[src/touch_burst_pkg.sv]
// constants and state types for the touch burst detection core
// Notes on behaviour
// short conversion bursts, idle in between
// fourteen-bit converter, started and done handshake
// output only after four consecutive detections
// 4 kHz differential tone for 75 ms
// three gain levels from the gain strap
// gain changes only the detection threshold
// board ties strap to a pin or open
// pulse mode sends state as output pulses
// periodic health blip; host keeps watching
// counter clears on any non-detecting burst
// bursts 95 ms apart, confirmations 2 ms
// straps sampled once after reset only
// detection means result exceeds reference by delta
package touch_burst_pkg;

   // clock and timing figures
   localparam int CLK_HZ           = 20_000_000;
   localparam int CLK_PER_US       = CLK_HZ / 1_000_000;
   localparam int BURST_SPACING_US = 95_000;
   localparam int FAST_SPACING_US  = 2_000;
   localparam int TONE_MS          = 75;
   localparam int TONE_HZ          = 4_000;
   localparam int BLIP_US          = 50;
   localparam int SLOW_CYC         = BURST_SPACING_US * CLK_PER_US;
   localparam int FAST_CYC         = FAST_SPACING_US * CLK_PER_US;
   localparam int TONE_CYC         = TONE_MS * 1_000 * CLK_PER_US;
   localparam int TONE_HALF_CYC    = CLK_HZ / (2 * TONE_HZ);
   localparam int BLIP_CYC         = BLIP_US * CLK_PER_US;

   // widths and counts
   localparam int RESULT_W      = 14;
   localparam int WAIT_W        = 21;
   localparam int TONE_W        = 21;
   localparam int HALF_W        = 12;
   localparam int BLIP_W        = 10;
   localparam int CONFIRM_COUNT = 4;

   // threshold deltas above the reference, per gain level
   localparam logic [RESULT_W-1:0] DELTA_HIGH   = 14'h0006;
   localparam logic [RESULT_W-1:0] DELTA_MEDIUM = 14'h000c;
   localparam logic [RESULT_W-1:0] DELTA_LOW    = 14'h0018;

   typedef enum logic [1:0] {
      GAIN_HIGH   = 2'h0,
      GAIN_MEDIUM = 2'h1,
      GAIN_LOW    = 2'h2
   } gain_t;

   // burst sequencer, gray coded around the loop
   typedef enum logic [1:0] {
      ST_IDLE  = 2'h0,
      ST_START = 2'h1,
      ST_WAIT  = 2'h3,
      ST_EVAL  = 2'h2
   } burst_state_t;

   typedef struct packed {
      burst_state_t          state;
      logic [WAIT_W-1:0]     wait_cnt;
      logic [2:0]            cnt;
      logic                  detect;
      logic [RESULT_W-1:0]   result;
      logic [RESULT_W-1:0]   ref_level;
      logic                  ref_valid;
      gain_t                 gain;
      logic                  pulse_mode;
      logic                  straps_taken;
      logic [BLIP_W-1:0]     blip_cnt;
      logic                  out;
      logic                  tone_go;
   } core_state_t;

   typedef struct packed {
      logic                  busy;
      logic [TONE_W-1:0]     dur_cnt;
      logic [HALF_W-1:0]     half_cnt;
      logic                  phase;
   } tone_state_t;

endpackage

[src/tone_drive.sv]
// differential square-wave driver for the piezo across both sense pins
`timescale 1ns/100ps
module tone_drive #(
   parameter int HALF_CYC = touch_burst_pkg::TONE_HALF_CYC,
   parameter int DUR_CYC  = touch_burst_pkg::TONE_CYC
) (
   // clock and reset
   input  wire logic i_core_clk,
   input  wire logic i_srst,
   // start request
   input  wire logic i_go,
   // pin drive
   output logic      o_pin_a,
   output logic      o_pin_b,
   output logic      o_oe,
   output logic      o_busy
);

   touch_burst_pkg::tone_state_t st;
   touch_burst_pkg::tone_state_t next_st;

   // duration and half-period counters
   always_comb begin
      next_st = st;
      if (!st.busy) begin
         if (i_go) begin
            next_st.busy     = 1'b1;
            next_st.dur_cnt  = touch_burst_pkg::TONE_W'(DUR_CYC - 1);
            next_st.half_cnt = touch_burst_pkg::HALF_W'(HALF_CYC - 1);
            next_st.phase    = 1'b0;
         end
      end else if (st.dur_cnt == '0) begin
         next_st.busy = 1'b0;
      end else begin
         next_st.dur_cnt = st.dur_cnt - 1'b1;
         if (st.half_cnt == '0) begin
            next_st.half_cnt = touch_burst_pkg::HALF_W'(HALF_CYC - 1);
            next_st.phase    = ~st.phase;
         end else begin
            next_st.half_cnt = st.half_cnt - 1'b1;
         end
      end
   end

   always_ff @(posedge i_core_clk) begin
      if (i_srst) begin
         st <= '0;
      end else begin
         st <= next_st;
      end
   end

   // pins in antiphase
   assign o_pin_a = st.busy & st.phase;
   assign o_pin_b = st.busy & ~st.phase;
   assign o_oe    = st.busy;
   assign o_busy  = st.busy;
endmodule

[src/touch_burst_detect_core.sv]
// burst sequencer, consensus filter, strap capture and output line
`timescale 1ns/100ps
module touch_burst_detect_core #(
   parameter int SLOW_CYC = touch_burst_pkg::SLOW_CYC,
   parameter int FAST_CYC = touch_burst_pkg::FAST_CYC,
   parameter int TONE_CYC = touch_burst_pkg::TONE_CYC,
   parameter int BLIP_CYC = touch_burst_pkg::BLIP_CYC
) (
   // clock and reset
   input  wire logic                                 i_core_clk,
   input  wire logic                                 i_srst,
   // converter handshake
   output logic                                      o_conv_start,
   input  wire logic                                 i_conv_done,
   input  wire logic [touch_burst_pkg::RESULT_W-1:0] i_conv_result,
   // straps
   input  wire logic                                 i_gain_to_pin_a,
   input  wire logic                                 i_gain_to_pin_b,
   input  wire logic                                 i_option_strap_first,
   // sense pin tone drive
   output logic                                      o_sense_pin_a_out,
   output logic                                      o_sense_pin_a_oe,
   output logic                                      o_sense_pin_b_out,
   output logic                                      o_sense_pin_b_oe,
   // detection output line
   output logic                                      o_out,
   output logic                                      o_detect
);

   touch_burst_pkg::core_state_t st;
   touch_burst_pkg::core_state_t next_st;

   logic                                 tone_busy;
   logic                                 tone_oe;
   logic [touch_burst_pkg::RESULT_W-1:0] delta;
   logic [touch_burst_pkg::RESULT_W:0]   thresh;
   logic                                 hit;
   logic                                 changed;
   logic                                 load_blip;

   // gain picks only the threshold delta
   always_comb begin
      case (st.gain)
         touch_burst_pkg::GAIN_HIGH:   delta = touch_burst_pkg::DELTA_HIGH;
         touch_burst_pkg::GAIN_MEDIUM: delta = touch_burst_pkg::DELTA_MEDIUM;
         touch_burst_pkg::GAIN_LOW:    delta = touch_burst_pkg::DELTA_LOW;
         default:                      delta = touch_burst_pkg::DELTA_HIGH;
      endcase
   end

   // detection against reference plus delta
   assign thresh = {1'b0, st.ref_level} + {1'b0, delta};
   assign hit    = st.ref_valid && ({1'b0, st.result} >= thresh);

   // next-state logic for the whole core
   always_comb begin
      next_st         = st;
      next_st.tone_go = 1'b0;
      changed         = 1'b0;
      load_blip       = 1'b0;

      // straps caught once, first cycle after reset
      if (!st.straps_taken) begin
         next_st.straps_taken = 1'b1;
         next_st.pulse_mode   = i_option_strap_first;
         // open, pin a or pin b
         if (i_gain_to_pin_a) begin
            next_st.gain = touch_burst_pkg::GAIN_MEDIUM;
         end else if (i_gain_to_pin_b) begin
            next_st.gain = touch_burst_pkg::GAIN_LOW;
         end else begin
            next_st.gain = touch_burst_pkg::GAIN_HIGH;
         end
      end

      if (st.blip_cnt != '0) begin
         next_st.blip_cnt = st.blip_cnt - 1'b1;
      end

      case (st.state)
         // idle spacing between bursts
         touch_burst_pkg::ST_IDLE: begin
            if (st.wait_cnt != '0) begin
               next_st.wait_cnt = st.wait_cnt - 1'b1;
            end else if (!tone_busy && st.straps_taken) begin
               // the converter shares the pins with the tone
               next_st.state = touch_burst_pkg::ST_START;
            end
         end
         // one-cycle start, then wait for done
         touch_burst_pkg::ST_START: begin
            next_st.state = touch_burst_pkg::ST_WAIT;
         end
         touch_burst_pkg::ST_WAIT: begin
            if (i_conv_done) begin
               next_st.result = i_conv_result;
               next_st.state  = touch_burst_pkg::ST_EVAL;
            end
         end
         touch_burst_pkg::ST_EVAL: begin
            next_st.state    = touch_burst_pkg::ST_IDLE;
            next_st.wait_cnt = touch_burst_pkg::WAIT_W'(SLOW_CYC - 1);
            if (!st.ref_valid) begin
               // first burst after reset is the calibration
               next_st.ref_level = st.result;
               next_st.ref_valid = 1'b1;
            end else if (hit) begin
               if (!st.detect) begin
                  // fourth consecutive hit asserts output
                  if (st.cnt == 3'(touch_burst_pkg::CONFIRM_COUNT - 1)) begin
                     next_st.detect  = 1'b1;
                     next_st.cnt     = '0;
                     next_st.tone_go = 1'b1;
                     changed         = 1'b1;
                  end else begin
                     next_st.cnt = st.cnt + 1'b1;
                     // confirmation bursts follow quickly
                     next_st.wait_cnt = touch_burst_pkg::WAIT_W'(FAST_CYC - 1);
                  end
               end
            end else begin
               // any miss clears the counter
               next_st.cnt = '0;
               if (st.detect) begin
                  next_st.detect = 1'b0;
                  changed        = 1'b1;
               end
            end
            // health blip after every burst that leaves the counter at zero, except a dc-mode burst that changes the output
            load_blip = changed ? st.pulse_mode : (next_st.cnt == '0);
            if (load_blip) begin
               next_st.blip_cnt = touch_burst_pkg::BLIP_W'(BLIP_CYC);
            end
         end
         default: begin
            next_st.state = touch_burst_pkg::ST_IDLE;
         end
      endcase

      // pulse mode carries only pulses, not a level
      if (st.pulse_mode) begin
         next_st.out = (next_st.blip_cnt != '0);
      end else begin
         next_st.out = next_st.detect ^ (next_st.blip_cnt != '0);
      end
   end

   // one register for the whole state
   always_ff @(posedge i_core_clk) begin
      if (i_srst) begin
         st <= '0;
      end else begin
         st <= next_st;
      end
   end

   // tone starts with the detection
   tone_drive #(
      .HALF_CYC (touch_burst_pkg::TONE_HALF_CYC),
      .DUR_CYC  (TONE_CYC)
   ) u_tone (
      .i_core_clk (i_core_clk),
      .i_srst     (i_srst),
      .i_go       (st.tone_go),
      .o_pin_a    (o_sense_pin_a_out),
      .o_pin_b    (o_sense_pin_b_out),
      .o_oe       (tone_oe),
      .o_busy     (tone_busy)
   );

   // outputs
   assign o_sense_pin_a_oe = tone_oe;
   assign o_sense_pin_b_oe = tone_oe;
   assign o_conv_start     = (st.state == touch_burst_pkg::ST_START);
   assign o_out            = st.out;
   assign o_detect         = st.detect;
endmodule

[config.mk]
export PLATFORM = sky130hd
export DESIGN_NAME = touch_burst_detect_core
export DESIGN_NICKNAME = d
export VERILOG_FILES = /design/src/touch_burst_pkg.sv /design/src/tone_drive.sv /design/src/touch_burst_detect_core.sv
export SDC_FILE = /design/constraint.sdc
export NUM_CORES = 1
export LEC_CHECK = 0
export ABC_AREA = 0
export CORE_MARGIN = 3
export CORE_UTILIZATION = 40
export DETAILED_ROUTE_END_ITERATION = 6
export DONT_BUFFER_PORTS = 1
export HOLD_SLACK_MARGIN = 0.08
export PLACE_DENSITY = 0.67
export SETUP_SLACK_MARGIN = 0.15
export SYNTH_ARGS = -nofsm -noshare
export SYNTH_HDL_FRONTEND = slang
export SYNTH_HIERARCHICAL = 1
export SYNTH_SLANG_ARGS = --single-unit
[constraint.sdc]
create_clock -name i_core_clk -period 4.65 [get_ports i_core_clk]
set_clock_uncertainty 0.1 [all_clocks]
set_input_delay 1.395 -clock i_core_clk [delete_from_list [all_inputs] [get_ports i_core_clk]]
set_output_delay 1.395 -clock i_core_clk [all_outputs]
set_load 0.01 [all_outputs]
# --- After elaboration in Yosys (flattened, before gate mapping) ---
# Cells that the tools add are included.
classes:
  eq_ne: 12
  reduce_logical: 19
  addsub: 6
  bitwise: 7
  muxes: 34
  n_lt_le_gt_ge: 1
ops:
  columns: ["operator", "n"]
  rows:
  - ["two-way mux 25 bit", 3]
  - ["two-way mux 35 bit", 2]
  - ["two-way mux 21 bit", 3]
  - ["case mux 21 bit (2 select lines)", 1]
  - ["subtractor 21 x 1 -> 21 bit (second input constant)", 2]
  - ["two-way mux 34 bit", 1]
  - ["two-way mux 10 bit", 3]
  - ["logical NOT 21 bit", 1]
  - ["nonzero test 21 bit", 1]
  - ["nonzero test 10 bit", 2]
  - ["adder 14 x 14 -> 15 bit", 1]
  - ["greater-or-equal comparator 14 x 15 -> 1 bit", 1]
  - ["logical NOT 12 bit", 1]
  - ["two-way mux 12 bit", 1]
  - ["!= test 2 bit (second input constant)", 6]
  - ["subtractor 12 x 1 -> 12 bit (second input constant)", 1]
  - ["two-way mux 1 bit", 11]
  - ["two-way mux 2 bit", 5]
  - ["case mux 5 bit (2 select lines)", 1]
  - ["subtractor 10 x 1 -> 10 bit (second input constant)", 1]
  - ["case mux 2 bit (4 select lines)", 1]
  - ["AND reduction 2 bit", 4]
  - ["== test 2 bit (second input constant)", 3]
  - ["AND reduction 3 bit", 2]
  - ["14 further kinds", 21]
totals:
  input_bits: 20
  word_cells: 96
  register_bits: 107

# --- Logic depth before layout (Yosys ltp) ---
depth:
  word_depth: 15
  ltp_mapped: 19

# --- Cells and area by module ---
# The synthesis kept the hierarchy.
modules_own_cells:
  columns: ["mod", "cells_per_inst", "area_each_um2", "n_inst"]
  rows:
  - ["touch_burst_detect_core", 470, 3774.9, 1]
  - ["tone_drive", 230, 1895.6, 1]

# --- Worst setup path after synthesis ---
# No wires, ideal clock.
synth_timing:
  path_type: "register to register"
  start: "register, netlist name st[14]"
  end: "register, netlist name st[3]"
  slack_ns: 0.285
  n_path_buf: 1
  path_stages_with_launch: 20
  arrival_ns: 4.150
  t_required_ns: 4.434
  period_less_slack_ns: 4.365
  path_cell_list: "dfxtp_1 inv_1 ha_1 ha_1 fa_1 maj3_1 a21oi_1 nor2b_1 nand4_1 xor2_1 ha_1 nand4_1 o41ai_1 a21oi_1 o21ai_1 mux2i_1 or3_1 and2_1 clkbuf_1 and3_1"

==> parameters.txt <==
Parameter                              Value

Status
  Outcome    completed

Route
  Vias post-DR    4857
  Aggregate routed wire length    12670 µm
  # DRC    0
  Number of routed nets with antenna violations    0
  DR vias/cell    roughly 5.6
  WL/cell    14.69 µm
  TritonRoute pass-1 iters    5
  Violation count after the first detailed-routing iteration    366

STA
  Relative slew margins    0.3802
  Post-route setup TNS    0 ns
  Final Hold Viols    0
  Clock period minus worst slack    about 4.3 ns
  Number of setup violations in the final report    0
  FMAX    about 0.23 GHz
  Final Slew Violations    0
  Period utilisation layout    0.9165
  Setup repair after global routing missed its margin    false
  Measured slew at the worst slew-check pin    0.9263 ns

Floorplan
  Die Span Y    125.1 µm
  Std-Cell Rows    42
  Starting density of the core    0.4182
  Core outline area    13560 µm²
  Top-level port count    27
  Die Outline Area    15640 µm²
  Width of the chip    125.1 µm

Power and ir drop
  Total power    2.802 mW
  Combinational fraction of design power    0.303
  Sequential power share    0.412
  Net switching share of the total power    0.3363
  Internal power    1.860 mW
  Maximum VDD drop    310.7 µV
  Power density cells    457.4 nW/µm²
  Switching power total    0.9423 mW
  Share of total power in the clock network    0.285
  Pleak    2.325 nW

Clock tree
  TritonCTS Buffers    9
  Max H-tree Level    3
  Setup fix buffers added after clock tree synthesis    0
  CTS hold repair buffers    0
  Clock tree from TritonCTS    done
  Clock latency at the later pin of the worst-skew pair    0.36 ns
  Clock net sink count    107
  Maximum root-to-sink buffer count    2
  Clock root buffer    sky130_fd_sc_hd__clkbuf_16
  Post-CTS clock slew at the launch and capture registers of the worst setup and hold paths    0.07 ns

GRT
  Wire length of the first global-routing pass    21310 µm
  Antenna violations before repair    0
  Pin count of the biggest net entering global routing    slightly below 90
  Number of global-route vias before repair    4560
  Leftover overflow at the end of global routing    0
  Global router's overall resource usage    0.1614

Worst setup path
  Start of the worst register-to-register path    st[14]
  CP max FO    10
  Critical Setup Path Class    reg2reg
  Minimum setup slack among reg-to-reg paths    approximately 0.39 ns
  Terminus of the critical flop-to-flop path    st[2]
  Cells on worst reg2reg path    18
  Required time worst endpoint    around 4.8 ns
  Kind of start point of the critical path    flip-flop
  Critical path endpoint category    flip-flop
  Arrival time worst endpoint    4.41 ns
  Startpoint of the worst setup timing path    st[14]

Cells and area
  Area Overhead vs Synth    8.032%
  Number of non-filler instances in the completed layout    roughly 860
  Fill cells    1332
  Final #Nets    726
  Antenna diode count    0
  Share of final-layout standard cells stronger than drive strength 1    0.05685

Synth
  Post-synth EDFFs    0
  Yosys warning total    6
  Sequential fraction of the synthesis area    0.3778
  Total standard cell area after synthesis    5670 µm²
  Post-synth cell types    67
  Post-Syn Nets    745
  Main flop type after synthesis    sky130_fd_sc_hd__dfxtp_1
  Share of the synthesized area in the top cell type    0.3778
  Proportion of synthesized flip-flops having asynchronous set or reset    0
  Dominant cell type by area after synthesis    sky130_fd_sc_hd__dfxtp_1
  Number of synthesized register bits    107
  Synth area leaders    sky130_fd_sc_hd__dfxtp_1, sky130_fd_sc_hd__a21oi_1, sky130_fd_sc_hd__nand2_1, sky130_fd_sc_hd__ha_1, sky130_fd_sc_hd__nor2_1
  Gate Count Post-Synth    700
  Per-instance average area after synthesis    8.101 µm²

Place
  Count of buffers from port buffering    0
  Cell count after placement    846
  HPWL after DPL    ~8600 µm
  Final GP Congestion    approximately 0.86

Worst hold path
  Hold worst-path end    st[21]
  Worst hold stages    2
  Hold Crit Start    st[21]
  Worst hold-check path type    reg2reg

Flow run
  Max-cap violations    0
placed cells by master (no fill, tap or decap), drive strengths merged, types with 10 or more instances in the layout:
cell type,count
xor2,19
nor2b,11
nor3,33
nor2,57
xnor2,24
nor4,11
dfxtp,107
a21oi,80
o21ai,12
inv,24
a211oi,10
nand3,15
clkbuf,10
or3,10
ha,24
or4,12
nand2,98
registers in the layout (all words and copies together), names as in the netlist:
signal	flops
u_tone/o_busy	1
o_out	1
o_detect	1
u_tone/st	34
st	70
power by group through the flow:
| stage | Clock, mW | Sequential (mW) | Combinational, mW |
|---|---|---|---|
| 2_1_floorplan | 0 | 1.14 | 0.746 |
| 3_3_place_gp | 0 | 1.17 | 0.815 |
| 3_5_place_dp | 0 | 1.17 | 0.843 |
| 4_1_cts | 0.823 | 1.15 | 0.855 |
| 5_1_grt | 0.862 | 1.18 | 0.962 |
| 6_report | 0.798 | 1.16 | 0.849 |
critical path, stage by stage, from the launching register on:
cell and delay [ns]:
sky130_fd_sc_hd__dfxtp_1 0.34, sky130_fd_sc_hd__inv_1 0.05, sky130_fd_sc_hd__ha_1 0.30, sky130_fd_sc_hd__ha_1 0.21
sky130_fd_sc_hd__fa_1 0.41, sky130_fd_sc_hd__maj3_1 0.39, sky130_fd_sc_hd__a21oi_2 0.19, sky130_fd_sc_hd__nor2b_1 0.10
sky130_fd_sc_hd__nand4_1 0.11, sky130_fd_sc_hd__xor2_1 0.16, sky130_fd_sc_hd__ha_1 0.27, sky130_fd_sc_hd__nand4_1 0.18
sky130_fd_sc_hd__nor3_2 0.07, sky130_fd_sc_hd__a211oi_2 0.25, sky130_fd_sc_hd__o21ai_2 0.12, sky130_fd_sc_hd__mux2i_1 0.13
sky130_fd_sc_hd__or3_1 0.40, sky130_fd_sc_hd__and2_4 0.20, sky130_fd_sc_hd__and3_1 0.17
worst max-delay path by stage:
stage	cells past startpoint	endpoint
finish	18	st[2]
global route	19	st[62]
CTS	19	st[56]
detailed placement	18	st[3]
global placement	18	st[3]
floorplan	19	st[3]
cells by family (layout without fill, tap and decap cells):
logic type                 count (synthesis)  after routing  synth area share
and+or+nand+nor                          290            290            0.2522
AOI/OAI and AO/OA                        168            168            0.1895
DFF                                      107            107            0.3778
buffers and inverters                     58             44           0.04170
xor gates and xnor gates                  43             43           0.06642
adders and majority gates                 26             26           0.05825
muxes                                      8              8           0.01412
synthesized netlist by cell type, types with 5 or more instances:
| library cell | count |
|---|---|
| sky130_fd_sc_hd__and3_1 | 7 |
| sky130_fd_sc_hd__a21oi_1 | 79 |
| sky130_fd_sc_hd__a211oi_1 | 10 |
| sky130_fd_sc_hd__or3_1 | 10 |
| sky130_fd_sc_hd__o211ai_1 | 8 |
| sky130_fd_sc_hd__nand4_1 | 7 |
| sky130_fd_sc_hd__dfxtp_1 | 107 |
| sky130_fd_sc_hd__mux2i_1 | 8 |
| sky130_fd_sc_hd__nand2b_1 | 9 |
| sky130_fd_sc_hd__xnor2_1 | 24 |
| sky130_fd_sc_hd__o31ai_1 | 5 |
| sky130_fd_sc_hd__o2111ai_1 | 6 |
| sky130_fd_sc_hd__xor2_1 | 19 |
| sky130_fd_sc_hd__and2_1 | 5 |
| sky130_fd_sc_hd__nor2_1 | 57 |
| sky130_fd_sc_hd__nor3_1 | 33 |
| sky130_fd_sc_hd__nor4_1 | 10 |
| sky130_fd_sc_hd__nor2b_1 | 11 |
| sky130_fd_sc_hd__nand3_1 | 15 |
| sky130_fd_sc_hd__ha_1 | 24 |
| sky130_fd_sc_hd__inv_1 | 22 |
| sky130_fd_sc_hd__or4_1 | 11 |
| sky130_fd_sc_hd__nor3b_1 | 6 |
| sky130_fd_sc_hd__clkbuf_1 | 29 |
| sky130_fd_sc_hd__o21ai_0 | 10 |
| sky130_fd_sc_hd__a31oi_1 | 8 |
| sky130_fd_sc_hd__nand2_1 | 98 |
| sky130_fd_sc_hd__a21o_1 | 6 |
what timing repair did:
item | 4_1_cts | 5_1_grt
endpoints found under the setup margin | 2 | 22
pin swaps | 0 | 3
gates cloned | 0 | 0
gates resized for setup | 1 | 7
metal layers:
layer | GRT usage | wire length, µm
met1 | 0.2049 | 5945
met2 | 0.2670 | 5989
met3 | 0.05032 | 585
met4 | 0.04273 | 145
met5 | 0 | 0
cell type report:
cell class	count	area, µm²	area share
Sequential cell	107	2142	0.3497
Timing Repair Buffer	6	45.04	0.007353
Clock buffer	10	239.0	0.03901
Inverter	22	82.58	0.01348
Multi-Input combinational cell	535	3324	0.5427
Clock inverter	6	72.57	0.01185
Tap cell	176	220.2	0.03595
per-stage QoR:
step	setup WS, ns	hold slack [ns]	instance area (µm²)	utilization
final	0.3883	0.3602	6126	0.4518
after CTS	0.1524	0.3600	6095	0.4495
after detailed placement	0.1692	0.3497	5782	0.4264
after floorplan	0.2849	0.3406	5670	-
after global placement	0.2655	0.3455	5782	0.4264
after global routing	0.1650	0.3854	6126	0.4518
(Power assumes the default switching activity.)
